$ cat config.mk
export PLATFORM = sky130hd
export DESIGN_NAME = lsrb_regs
export DESIGN_NICKNAME = d
export VERILOG_FILES = /design/src/design/lsrb_regs.v
export VERILOG_INCLUDE_DIRS = /design/src /design/src/shared
export SDC_FILE = /design/constraint.sdc
export NUM_CORES = 1
export LEC_CHECK = 0
export ABC_AREA = 1
export BUFFER_PORTS_ARGS = -buffer_cell sky130_fd_sc_hd__buf_2
export CAP_MARGIN = 20
export CELL_PAD_IN_SITES_DETAIL_PLACEMENT = 0
export CELL_PAD_IN_SITES_GLOBAL_PLACEMENT = 2
export CORE_AREA = 2 2 168 129
export CTS_CLUSTER_SIZE = 24
export DETAILED_ROUTE_END_ITERATION = 7
export DIE_AREA = 0 0 170 131
export PLACE_DENSITY = 0.71
export SLEW_MARGIN = 30
export SYNTH_ARGS = -nofsm -noshare
export SYNTH_HDL_FRONTEND = slang
export SYNTH_SLANG_ARGS = --single-unit
$ cat constraint.sdc
create_clock -name clock_i -period 3.2 [get_ports clock_i]
set_input_delay 0.48 -clock clock_i [delete_from_list [all_inputs] [get_ports clock_i]]
set_output_delay 0.48 -clock clock_i [all_outputs]
set_load 0.02 [all_outputs]
$ cat src/shared/lsrb_defines.vh
`ifndef LSRB_DEFINES_VH
`define LSRB_DEFINES_VH
// register byte addresses
`define LSRB_ADDR_STATUS 8'h07
`define LSRB_ADDR_AMB_LOW 8'h0d
`define LSRB_ADDR_AMB_MID 8'h0e
`define LSRB_ADDR_AMB_HIGH 8'h0f
`define LSRB_ADDR_UV_LOW 8'h10
`define LSRB_ADDR_UV_MID 8'h11
`define LSRB_ADDR_UV_HIGH 8'h12
`define LSRB_ADDR_IRQ_CFG 8'h19
`define LSRB_ADDR_IRQ_PST 8'h1a
// locked read window
`define LSRB_LOCK_LO 8'h07
`define LSRB_LOCK_HI 8'h12
// field positions
`define LSRB_SRC_MSB 5
`define LSRB_SRC_LSB 4
`define LSRB_EN_BIT 2
`define LSRB_PST_MSB 7
`define LSRB_PST_LSB 4
`define LSRB_STAT_IRQ_BIT 4
`define LSRB_STAT_NEW_BIT 3
// source codes
`define LSRB_SRC_AMB 2'h1
`define LSRB_SRC_UV 2'h3
// reset values
`define LSRB_RST_RESULT 20'h00000
`define LSRB_RST_IRQ_CFG 8'h10
`define LSRB_RST_IRQ_PST 8'h00
// writable bit masks
`define LSRB_MASK_IRQ_CFG 8'h34
`define LSRB_MASK_IRQ_PST 8'hf0
`endif

$ cat src/design/lsrb_regs.v
`timescale 1ns/1ps
`include "lsrb_defines.vh"

// Function
// ambient result is an unsigned value of 13 to 20 bits
// ultraviolet result is an unsigned value of 16 to 20 bits
// results held while a host read targets 0x07 to 0x12
// conversions staged, copied in once no read targets 0x07 to 0x12
// ambient bytes at 0x0d..0x0f, top nibble bits 3:0, reset zero
// ultraviolet bytes at 0x10..0x12, top nibble bits 3:0, reset zero
// source select bits 5:4: 01 ambient, 11 ultraviolet, others reserved
// interrupts raised only while enable bit 2 is set, reset off
// configuration resets to 0x10, reserved bits read zero
// interrupt after persistence plus one consecutive out-of-range results
// persistence resets to 0x00, low nibble reserved
// condition checked whenever the selected channel completes a conversion
// out of range means above upper or below lower threshold
// interrupt flag status bit 4, cleared by status read
// new-data flag status bit 3, cleared by status read
// persistence counter restarts on in-range result or config rewrite
module lsrb_regs #(
  parameter RES_W = 20
) (
  // clock and reset
  input wire clock_i,
  input wire rst_n_i,
  // conversion results from the measurement engine
  input wire amb_done_i,
  input wire [RES_W-1:0] amb_value_i,
  input wire uv_done_i,
  input wire [RES_W-1:0] uv_value_i,
  // thresholds from the threshold registers
  input wire [RES_W-1:0] thr_upper_i,
  input wire [RES_W-1:0] thr_lower_i,
  // register access from the serial front end
  input wire read_active_i,
  input wire [7:0] reg_addr_i,
  input wire reg_wr_i,
  input wire [7:0] reg_wdata_i,
  input wire reg_rd_i,
  // register read data and interrupt
  output reg [7:0] reg_rdata_o,
  output reg irq_o
);

  // channel slots: 0 ambient, 1 ultraviolet
  localparam NCH = 2;

  // conversion strobes and values packed so one loop serves both channels
  wire [NCH-1:0] done_vec;
  wire [NCH*RES_W-1:0] value_vec;
  // readable results of both channels, packed the same way
  wire [NCH*RES_W-1:0] shown_vec;

  // visible results split back out for the read mux
  wire [RES_W-1:0] amb_q;
  wire [RES_W-1:0] uv_q;

  // interrupt configuration and persistence, reserved bits held at zero
  reg [7:0] cfg_q;
  reg [7:0] pst_q;

  // consecutive out-of-range count, saturating at fifteen
  reg [3:0] cnt_q;
  reg [3:0] cnt_d;

  // status flags, set by hardware and cleared by a status read
  reg irq_flag_q;
  reg new_flag_q;

  // next read data, taken into the output flop on the next edge
  reg [7:0] rdata_d;

  // comparator input and outcome
  reg hit;
  reg eval;
  reg [RES_W-1:0] sel_val;

  // the result copies freeze while a read sits in the window, the status flags keep updating
  // limitation: a host that parks a read here for ever starves the copy,
  // the newest conversion then waits in staging and older ones are lost
  wire lock = read_active_i && (reg_addr_i >= `LSRB_LOCK_LO) &&
    (reg_addr_i <= `LSRB_LOCK_HI);

  // field views of the configuration registers
  wire [1:0] src = cfg_q[`LSRB_SRC_MSB:`LSRB_SRC_LSB];
  wire [3:0] pst = pst_q[`LSRB_PST_MSB:`LSRB_PST_LSB];
  wire irq_en = cfg_q[`LSRB_EN_BIT];

  // decoded register strobes
  wire cfg_wr = reg_wr_i && (reg_addr_i == `LSRB_ADDR_IRQ_CFG);
  wire pst_wr = reg_wr_i && (reg_addr_i == `LSRB_ADDR_IRQ_PST);
  wire stat_rd = reg_rd_i && (reg_addr_i == `LSRB_ADDR_STATUS);

  // a rewrite of either register restarts the persistence count
  wire cfg_touch = cfg_wr || pst_wr;

  // pack the channel inputs, unpack the visible results
  assign done_vec = {uv_done_i, amb_done_i};
  assign value_vec = {uv_value_i, amb_value_i};
  assign amb_q = shown_vec[RES_W-1:0];
  assign uv_q = shown_vec[2*RES_W-1:RES_W];

  // one staging slot and one visible copy per channel
  // a single slot is enough: only the newest result matters once the lock
  // drops, so a deeper buffer would only cost area
  genvar ch;
  generate
    for (ch = 0; ch < NCH; ch = ch + 1) begin : g_chan
      reg [RES_W-1:0] stage_q;
      reg pend_q;
      reg [RES_W-1:0] shown_q;

      // staging: a fresh conversion overwrites an older uncopied one
      always @(posedge clock_i or negedge rst_n_i) begin
        if (!rst_n_i) begin
          stage_q <= `LSRB_RST_RESULT;
          pend_q <= 1'b0;
        end else begin
          if (done_vec[ch]) begin
            stage_q <= value_vec[ch*RES_W +: RES_W];
            pend_q <= 1'b1;
          end else if (!lock) begin
            pend_q <= 1'b0; // copied in this cycle
          end
        end
      end

      // visible copy moves only outside a locked read, so bytes never mix
      always @(posedge clock_i or negedge rst_n_i) begin
        if (!rst_n_i) begin
          shown_q <= `LSRB_RST_RESULT;
        end else if (!lock && pend_q) begin
          shown_q <= stage_q;
        end
      end

      assign shown_vec[ch*RES_W +: RES_W] = shown_q;
    end
  endgenerate

  // configuration registers, reserved bits kept zero
  // masking on write keeps the read mux free of per-bit gating
  always @(posedge clock_i or negedge rst_n_i) begin
    if (!rst_n_i) begin
      cfg_q <= `LSRB_RST_IRQ_CFG;
      pst_q <= `LSRB_RST_IRQ_PST;
    end else begin
      if (cfg_wr) begin
        cfg_q <= reg_wdata_i & `LSRB_MASK_IRQ_CFG;
      end
      if (pst_wr) begin
        pst_q <= reg_wdata_i & `LSRB_MASK_IRQ_PST;
      end
    end
  end

  // comparator source and strobe; reserved codes never evaluate
  // raw values are used, not the visible copy, so a lock cannot delay a check
  always @* begin
    sel_val = amb_value_i;
    eval = 1'b0;
    case (src)
      `LSRB_SRC_AMB: begin
        sel_val = amb_value_i;
        eval = amb_done_i;
      end
      `LSRB_SRC_UV: begin
        sel_val = uv_value_i;
        eval = uv_done_i;
      end
      default: begin
        eval = 1'b0;
      end
    endcase
    // either side of the threshold window counts
    hit = (sel_val > thr_upper_i) || (sel_val < thr_lower_i);
  end

  // persistence counter; saturates so a long run of hits keeps firing
  // the other channel's conversions leave the count alone
  always @* begin
    cnt_d = cnt_q;
    if (cfg_touch) begin
      cnt_d = 4'h0;
    end else if (eval) begin
      if (!hit) begin
        cnt_d = 4'h0;
      end else if (cnt_q != 4'hf) begin
        cnt_d = cnt_q + 4'h1;
      end
    end
  end

  // fire on the hit that completes persistence plus one in a row
  // a rewrite in the same cycle wins, since the count restarts there
  wire fire = eval && hit && !cfg_touch && (cnt_q >= pst) && irq_en;

  // counter state
  always @(posedge clock_i or negedge rst_n_i) begin
    if (!rst_n_i) begin
      cnt_q <= 4'h0;
    end else begin
      cnt_q <= cnt_d;
    end
  end

  // interrupt flag: a set in the clearing cycle wins, so no event is lost
  always @(posedge clock_i or negedge rst_n_i) begin
    if (!rst_n_i) begin
      irq_flag_q <= 1'b0;
    end else if (fire) begin
      irq_flag_q <= 1'b1;
    end else if (stat_rd) begin
      irq_flag_q <= 1'b0;
    end
  end

  // new-data flag: any finished conversion counts, whatever the source
  always @(posedge clock_i or negedge rst_n_i) begin
    if (!rst_n_i) begin
      new_flag_q <= 1'b0;
    end else if (|done_vec) begin
      new_flag_q <= 1'b1;
    end else if (stat_rd) begin
      new_flag_q <= 1'b0;
    end
  end

  // pin level: follows the flag, drops with the clearing read or the enable
  // the flag itself survives a disable, so re-enabling shows it again
  always @(posedge clock_i or negedge rst_n_i) begin
    if (!rst_n_i) begin
      irq_o <= 1'b0;
    end else begin
      irq_o <= (fire || (irq_flag_q && !stat_rd)) && irq_en;
    end
  end

  // read mux; unmapped addresses read zero
  // status shows only the two flags, the other bits stay zero
  always @* begin
    rdata_d = 8'h00;
    case (reg_addr_i)
      `LSRB_ADDR_STATUS: begin
        rdata_d[`LSRB_STAT_IRQ_BIT] = irq_flag_q;
        rdata_d[`LSRB_STAT_NEW_BIT] = new_flag_q;
      end
      `LSRB_ADDR_AMB_LOW: begin
        rdata_d = amb_q[7:0];
      end
      `LSRB_ADDR_AMB_MID: begin
        rdata_d = amb_q[15:8];
      end
      `LSRB_ADDR_AMB_HIGH: begin
        rdata_d = {4'h0, amb_q[19:16]};
      end
      `LSRB_ADDR_UV_LOW: begin
        rdata_d = uv_q[7:0];
      end
      `LSRB_ADDR_UV_MID: begin
        rdata_d = uv_q[15:8];
      end
      `LSRB_ADDR_UV_HIGH: begin
        rdata_d = {4'h0, uv_q[19:16]};
      end
      `LSRB_ADDR_IRQ_CFG: begin
        rdata_d = cfg_q;
      end
      `LSRB_ADDR_IRQ_PST: begin
        rdata_d = pst_q;
      end
      default: begin
        rdata_d = 8'h00;
      end
    endcase
  end

  // registered read data, so the output comes from a flop
  // costs one cycle of latency after the address settles
  always @(posedge clock_i or negedge rst_n_i) begin
    if (!rst_n_i) begin
      reg_rdata_o <= 8'h00;
    end else begin
      reg_rdata_o <= rdata_d;
    end
  end

endmodule // lsrb_regs

==> impl_metrics.csv <==
group,metric,value,unit
placed_design,count_of_buffers_inserted_at_the_top_level_ports,108,
worst_setup_path,timing.critical_path.from_type,"flip-flop",
placed_design,gpl.final_weighted_congestion,0.808,
worst_setup_path,worst-endpoint-arrival,3.10,ns
logic_synthesis,yosysTopAreaCellShare,0.425,
timing,period_needed,2.82,ns
placed_design,place_hpwl,13200,um
placed_design,worst_case_setup_slack_after_placement,0.244,ns
detailed_routing,remaining_drc_errors,0,
layout,finalInstanceArea,0.00712,sq mm
logic_synthesis,post_synth_xor_area_fraction,0.00289,
cts,ctsHoldBuffers,0,
worst_setup_path,timing.reg2reg.setup_slack,0.38,ns
detailed_routing,drt_iter0_drc,261,
layout,area.growth.synth_to_final,17.3,%
worst_setup_path,worst_path_max_delay_cell,"sky130_fd_sc_hd__dfstp_2",
timing,grt_setup_unrepaired,"no",
detailed_routing,routed-via-count,4850,
worst_setup_path,cp_cell_sequence,"nand2_1, buf_12, mux2_2, ha_1, nand2_1, nor2_1, nand2_1, nor2_1, nand2_1, nand3_1, nand2_1, nand2_2, nand3_2, nand2_1, nand2_1, nand2_1",
worst_setup_path,worst_path_most_repeated_cell,"sky130_fd_sc_hd__nand2_1",
cts,clock_insertion_delay_at_the_later_pin_of_the_skew_report,0.35,ns
worst_setup_path,worst_endpoint_required_time,3.49,ns
worst_setup_path,crit_path_max_incr_delay,0.57,ns
logic_synthesis,synth_async_sr_flop_share,1.00,
logic_synthesis,synth-main-ff-cell,"sky130_fd_sc_hd__dfrtp_1",
cts,cts_num_sinks,104,
cts,cts_inserted_buffers,9,
logic_synthesis,combinational_family_with_the_most_area_after_synthesis,"simple AND/OR/NAND/NOR gates",
logic_synthesis,synth_adder_area_share,0.0908,
outcome,outcome,"completed",
logic_synthesis,share_of_the_yosys_chip_area_belonging_to_registers,0.429,
layout,final_layout_size_suffix_gt1_frac,0.277,
floorplan,initial_core_util,0.293,
floorplan,floorplan.core_area,0.0207,sq mm
cts,htreeDepth,3,
logic_synthesis,post_synth_inst_count,709,
logic_synthesis,synth_nets,856,
worst_setup_path,path_class,"flip-flop to flip-flop",
logic_synthesis,synth_seq_cells,104,
placed_design,dpl_cell_area,0.00685,sq mm
cts,cts.root.buffer_cell,"sky130_fd_sc_hd__clkbuf_16",
timing,final-setup-viol-count,0,
grt,grt_overflow_total,0,
logic_synthesis,netlist_top_cells_count,"sky130_fd_sc_hd__nand2_1 (176), sky130_fd_sc_hd__inv_1 (120), sky130_fd_sc_hd__dfrtp_1 (103), sky130_fd_sc_hd__o21ai_0 (48), sky130_fd_sc_hd__ha_1 (44)",
detailed_routing,route.detailed.wl_per_inst,15.4,um
power_and_ir_drop,fin_total_pwr,3.06,mW
logic_synthesis,synth_compound_gate_area_share,0.138,
grt,vias_in_the_first_global_route,4985,
detailed_routing,totalWireLength,16700,um
timing,finalCritPeriodShare,0.880,
worst_setup_path,source_of_the_worst_register_to_register_timing_path,"cfg_q[4]",
floorplan,placementRows,46,
power_and_ir_drop,irDropWorstVdd,0.000297,V
cts,tritoncts_clock_tree,"built",
floorplan,die_h,131,um
layout,antenna_cells,0,
grt,antenna_found_initial,0,
timing,totalNegativeSetupSlack,0,ns
grt,grt_util_all_layers,0.161,
timing,maxSlewHeadroom,0.445,
logic_synthesis,yosys.area_share.simple,0.204,
cts,post_cts_buffers,0,
logic_synthesis,ys_top_cells_by_area,"sky130_fd_sc_hd__dfrtp_1 (42%), sky130_fd_sc_hd__nand2_1 (11%), sky130_fd_sc_hd__ha_1 (9.1%)",
layout,nNetsFinal,959,
timing,finClkSkew,0.00579,ns
cts,cts-root-to-sink-buffers,2,
grt,pin_count_of_the_biggest_net_entering_global_routing,60,
cts,cts_clock_pin_slew_for_the_worst_setup_and_hold_paths,0.06,ns
timing,final.setup.worst_slack,0.385,ns
worst_setup_path,rr_worst_depth,16,
worst_setup_path,timing.critical_path.to_type,"flip-flop",
layout,nFillCells,2218,
timing,timing.final.hold_violations,0,
logic_synthesis,yosysTopAreaCell,"sky130_fd_sc_hd__dfrtp_1",
logic_synthesis,muxShareOfSynthArea,0.0353,
logic_synthesis,synth.cell_area,0.00607,sq mm
worst_hold_path,worstHoldPathType,"input port to asynchronous set/reset pin",
grt,first_pass_grt_wire_length,27200,um
flow_run,cap_violations,0,
detailed_routing,detail-route-antenna-nets,0,
logic_synthesis,synthesis.area_per_instance,8.56,sq um
worst_setup_path,crit_path_max_fanout,20,
logic_synthesis,synth_cell_type_count,38,
timing,max_slew.worst_pin.slew,0.828,ns
timing,slew_violations,0,
floorplan,pin_count,112,
floorplan,fp.dieW,170,um
logic_synthesis,synth_edf_count,0,
timing,max_clock_freq,0.355,GHz
power_and_ir_drop,leakage,3.81,nW
detailed_routing,viasPerCell,4.49,
power_and_ir_drop,power.density,431,mW/mm^2
logic_synthesis,yosys_warnings,0,
detailed_routing,pre_antenna_drt_iters,4,
worst_setup_path,worstReg2RegEnd,"cnt_q[0]",
logic_synthesis,yosys.cell_count.top_type,"sky130_fd_sc_hd__nand2_1",
floorplan,floorplan.die_area,0.0223,sq mm
cell usage in the layout, fill, tap and decap left out, types with 2 or more instances in the layout:
cell type                      n
sky130_fd_sc_hd__a21oi_1      18
sky130_fd_sc_hd__inv_2         3
sky130_fd_sc_hd__nor3_1        3
sky130_fd_sc_hd__buf_2       107
sky130_fd_sc_hd__nor2_1       31
sky130_fd_sc_hd__nand2_1     175
sky130_fd_sc_hd__clkbuf_16     9
sky130_fd_sc_hd__inv_1       120
sky130_fd_sc_hd__a22o_1        3
sky130_fd_sc_hd__o211ai_1      3
sky130_fd_sc_hd__clkbuf_1      2
sky130_fd_sc_hd__nand3_1      18
sky130_fd_sc_hd__nor3_2        3
sky130_fd_sc_hd__buf_12        2
sky130_fd_sc_hd__o21ai_0      48
sky130_fd_sc_hd__nand2_2      25
sky130_fd_sc_hd__buf_4         2
sky130_fd_sc_hd__nand2_4       4
sky130_fd_sc_hd__a221oi_1      6
sky130_fd_sc_hd__xor2_1        2
sky130_fd_sc_hd__nand4_1       8
sky130_fd_sc_hd__ha_1         44
sky130_fd_sc_hd__clkinvlp_4    2
sky130_fd_sc_hd__mux2_2       19
sky130_fd_sc_hd__dfrtp_1     103
sky130_fd_sc_hd__o21ai_2      40
sky130_fd_sc_hd__clkinv_2      2
state kept, by name (all words and copies together) (netlist names), 2 cells and up:
signal          flops
amb_q              20
pst_q               4
g_chan.shown_q     20
cfg_q               3
cnt_q               4
g_chan.stage_q     40
reg_rdata_o         8
g_chan.pend_q       2
power breakdown:
group          internal [mW]  switching (mW)  total [mW]  leakage, nW
clock                  0.527           0.482        1.01        0.126
combinational          0.209           0.333       0.543         2.40
sequential              1.44          0.0727        1.51         1.29
total                   2.18           0.888        3.06         3.81
critical path: cells and delay by family (launching register included):
family | cells | cell delay (ns)
DFF | 1 | 0.57
muxes | 1 | 0.32
buffers and inverters | 1 | 0.17
and+or+nand+nor | 13 | 1.38
adders and majority gates | 1 | 0.31
stage by stage:
| step | util | hold WS [ns] | cells |
|---|---|---|---|
| 2_1_floorplan | - | 0.184 | 709 |
| 3_3_place_gp | 0.330 | 0.469 | 1065 |
| 3_5_place_dp | 0.330 | 0.474 | 1065 |
| 4_1_cts | 0.343 | 0.175 | 1081 |
| 5_1_grt | 0.343 | 0.189 | 1081 |
| 6_report | 0.343 | 0.151 | 1081 |
cell type report:
class,count,area (sq um),share of cell area
multi-input cells,463,2860,0.402
flip-flops and latches,104,2600,0.366
repair buffers,111,591,0.0830
clock inverters,5,33.8,0.00475
clock buffers,11,233,0.0327
well taps,264,330,0.0464
inverters,123,462,0.0649
metal layers:
| layer | share of wire | up-vias | wire (um) | global-route usage |
|---|---|---|---|---|
| met2 | 0.42 | 112 | 6950 | 0.238 |
| met3 | 0.049 | 15 | 815 | 0.0262 |
| li1 | - | 2468 | - | - |
| met1 | 0.52 | 2255 | 8720 | 0.241 |
| met4 | 0.012 | 0 | 207 | 0.0468 |
| met5 | 0 | - | 0 | 0 |
worst max-delay path by stage:
stage	start	to	depth (start not counted)
after floorplan	cfg_q[5]	cnt_q[0]	17
after global placement	cfg_q[4]	cnt_q[2]	16
after detailed placement	cfg_q[4]	cnt_q[0]	16
after CTS	cfg_q[4]	cnt_q[0]	16
after global routing	cfg_q[4]	cnt_q[0]	16
final	cfg_q[4]	cnt_q[0]	16
timing repair:
item	CTS	global route
endpoints found under the setup margin	0	4
hold endpoints to repair	0	0
gates resized for setup	0	1
kinds of logic (layout without fill, tap and decap cells):
kind of cell,count (synthesis),after routing
multiplexers,19,19
flip-flops,104,104
adder cells (fa/ha/maj),44,44
XOR/XNOR,2,2
AO/OA/AOI/OAI,123,123
buffers and inverters,142,250
AND/OR/NAND/NOR,275,275
Note: power is estimated with default switching activity, not from simulation.
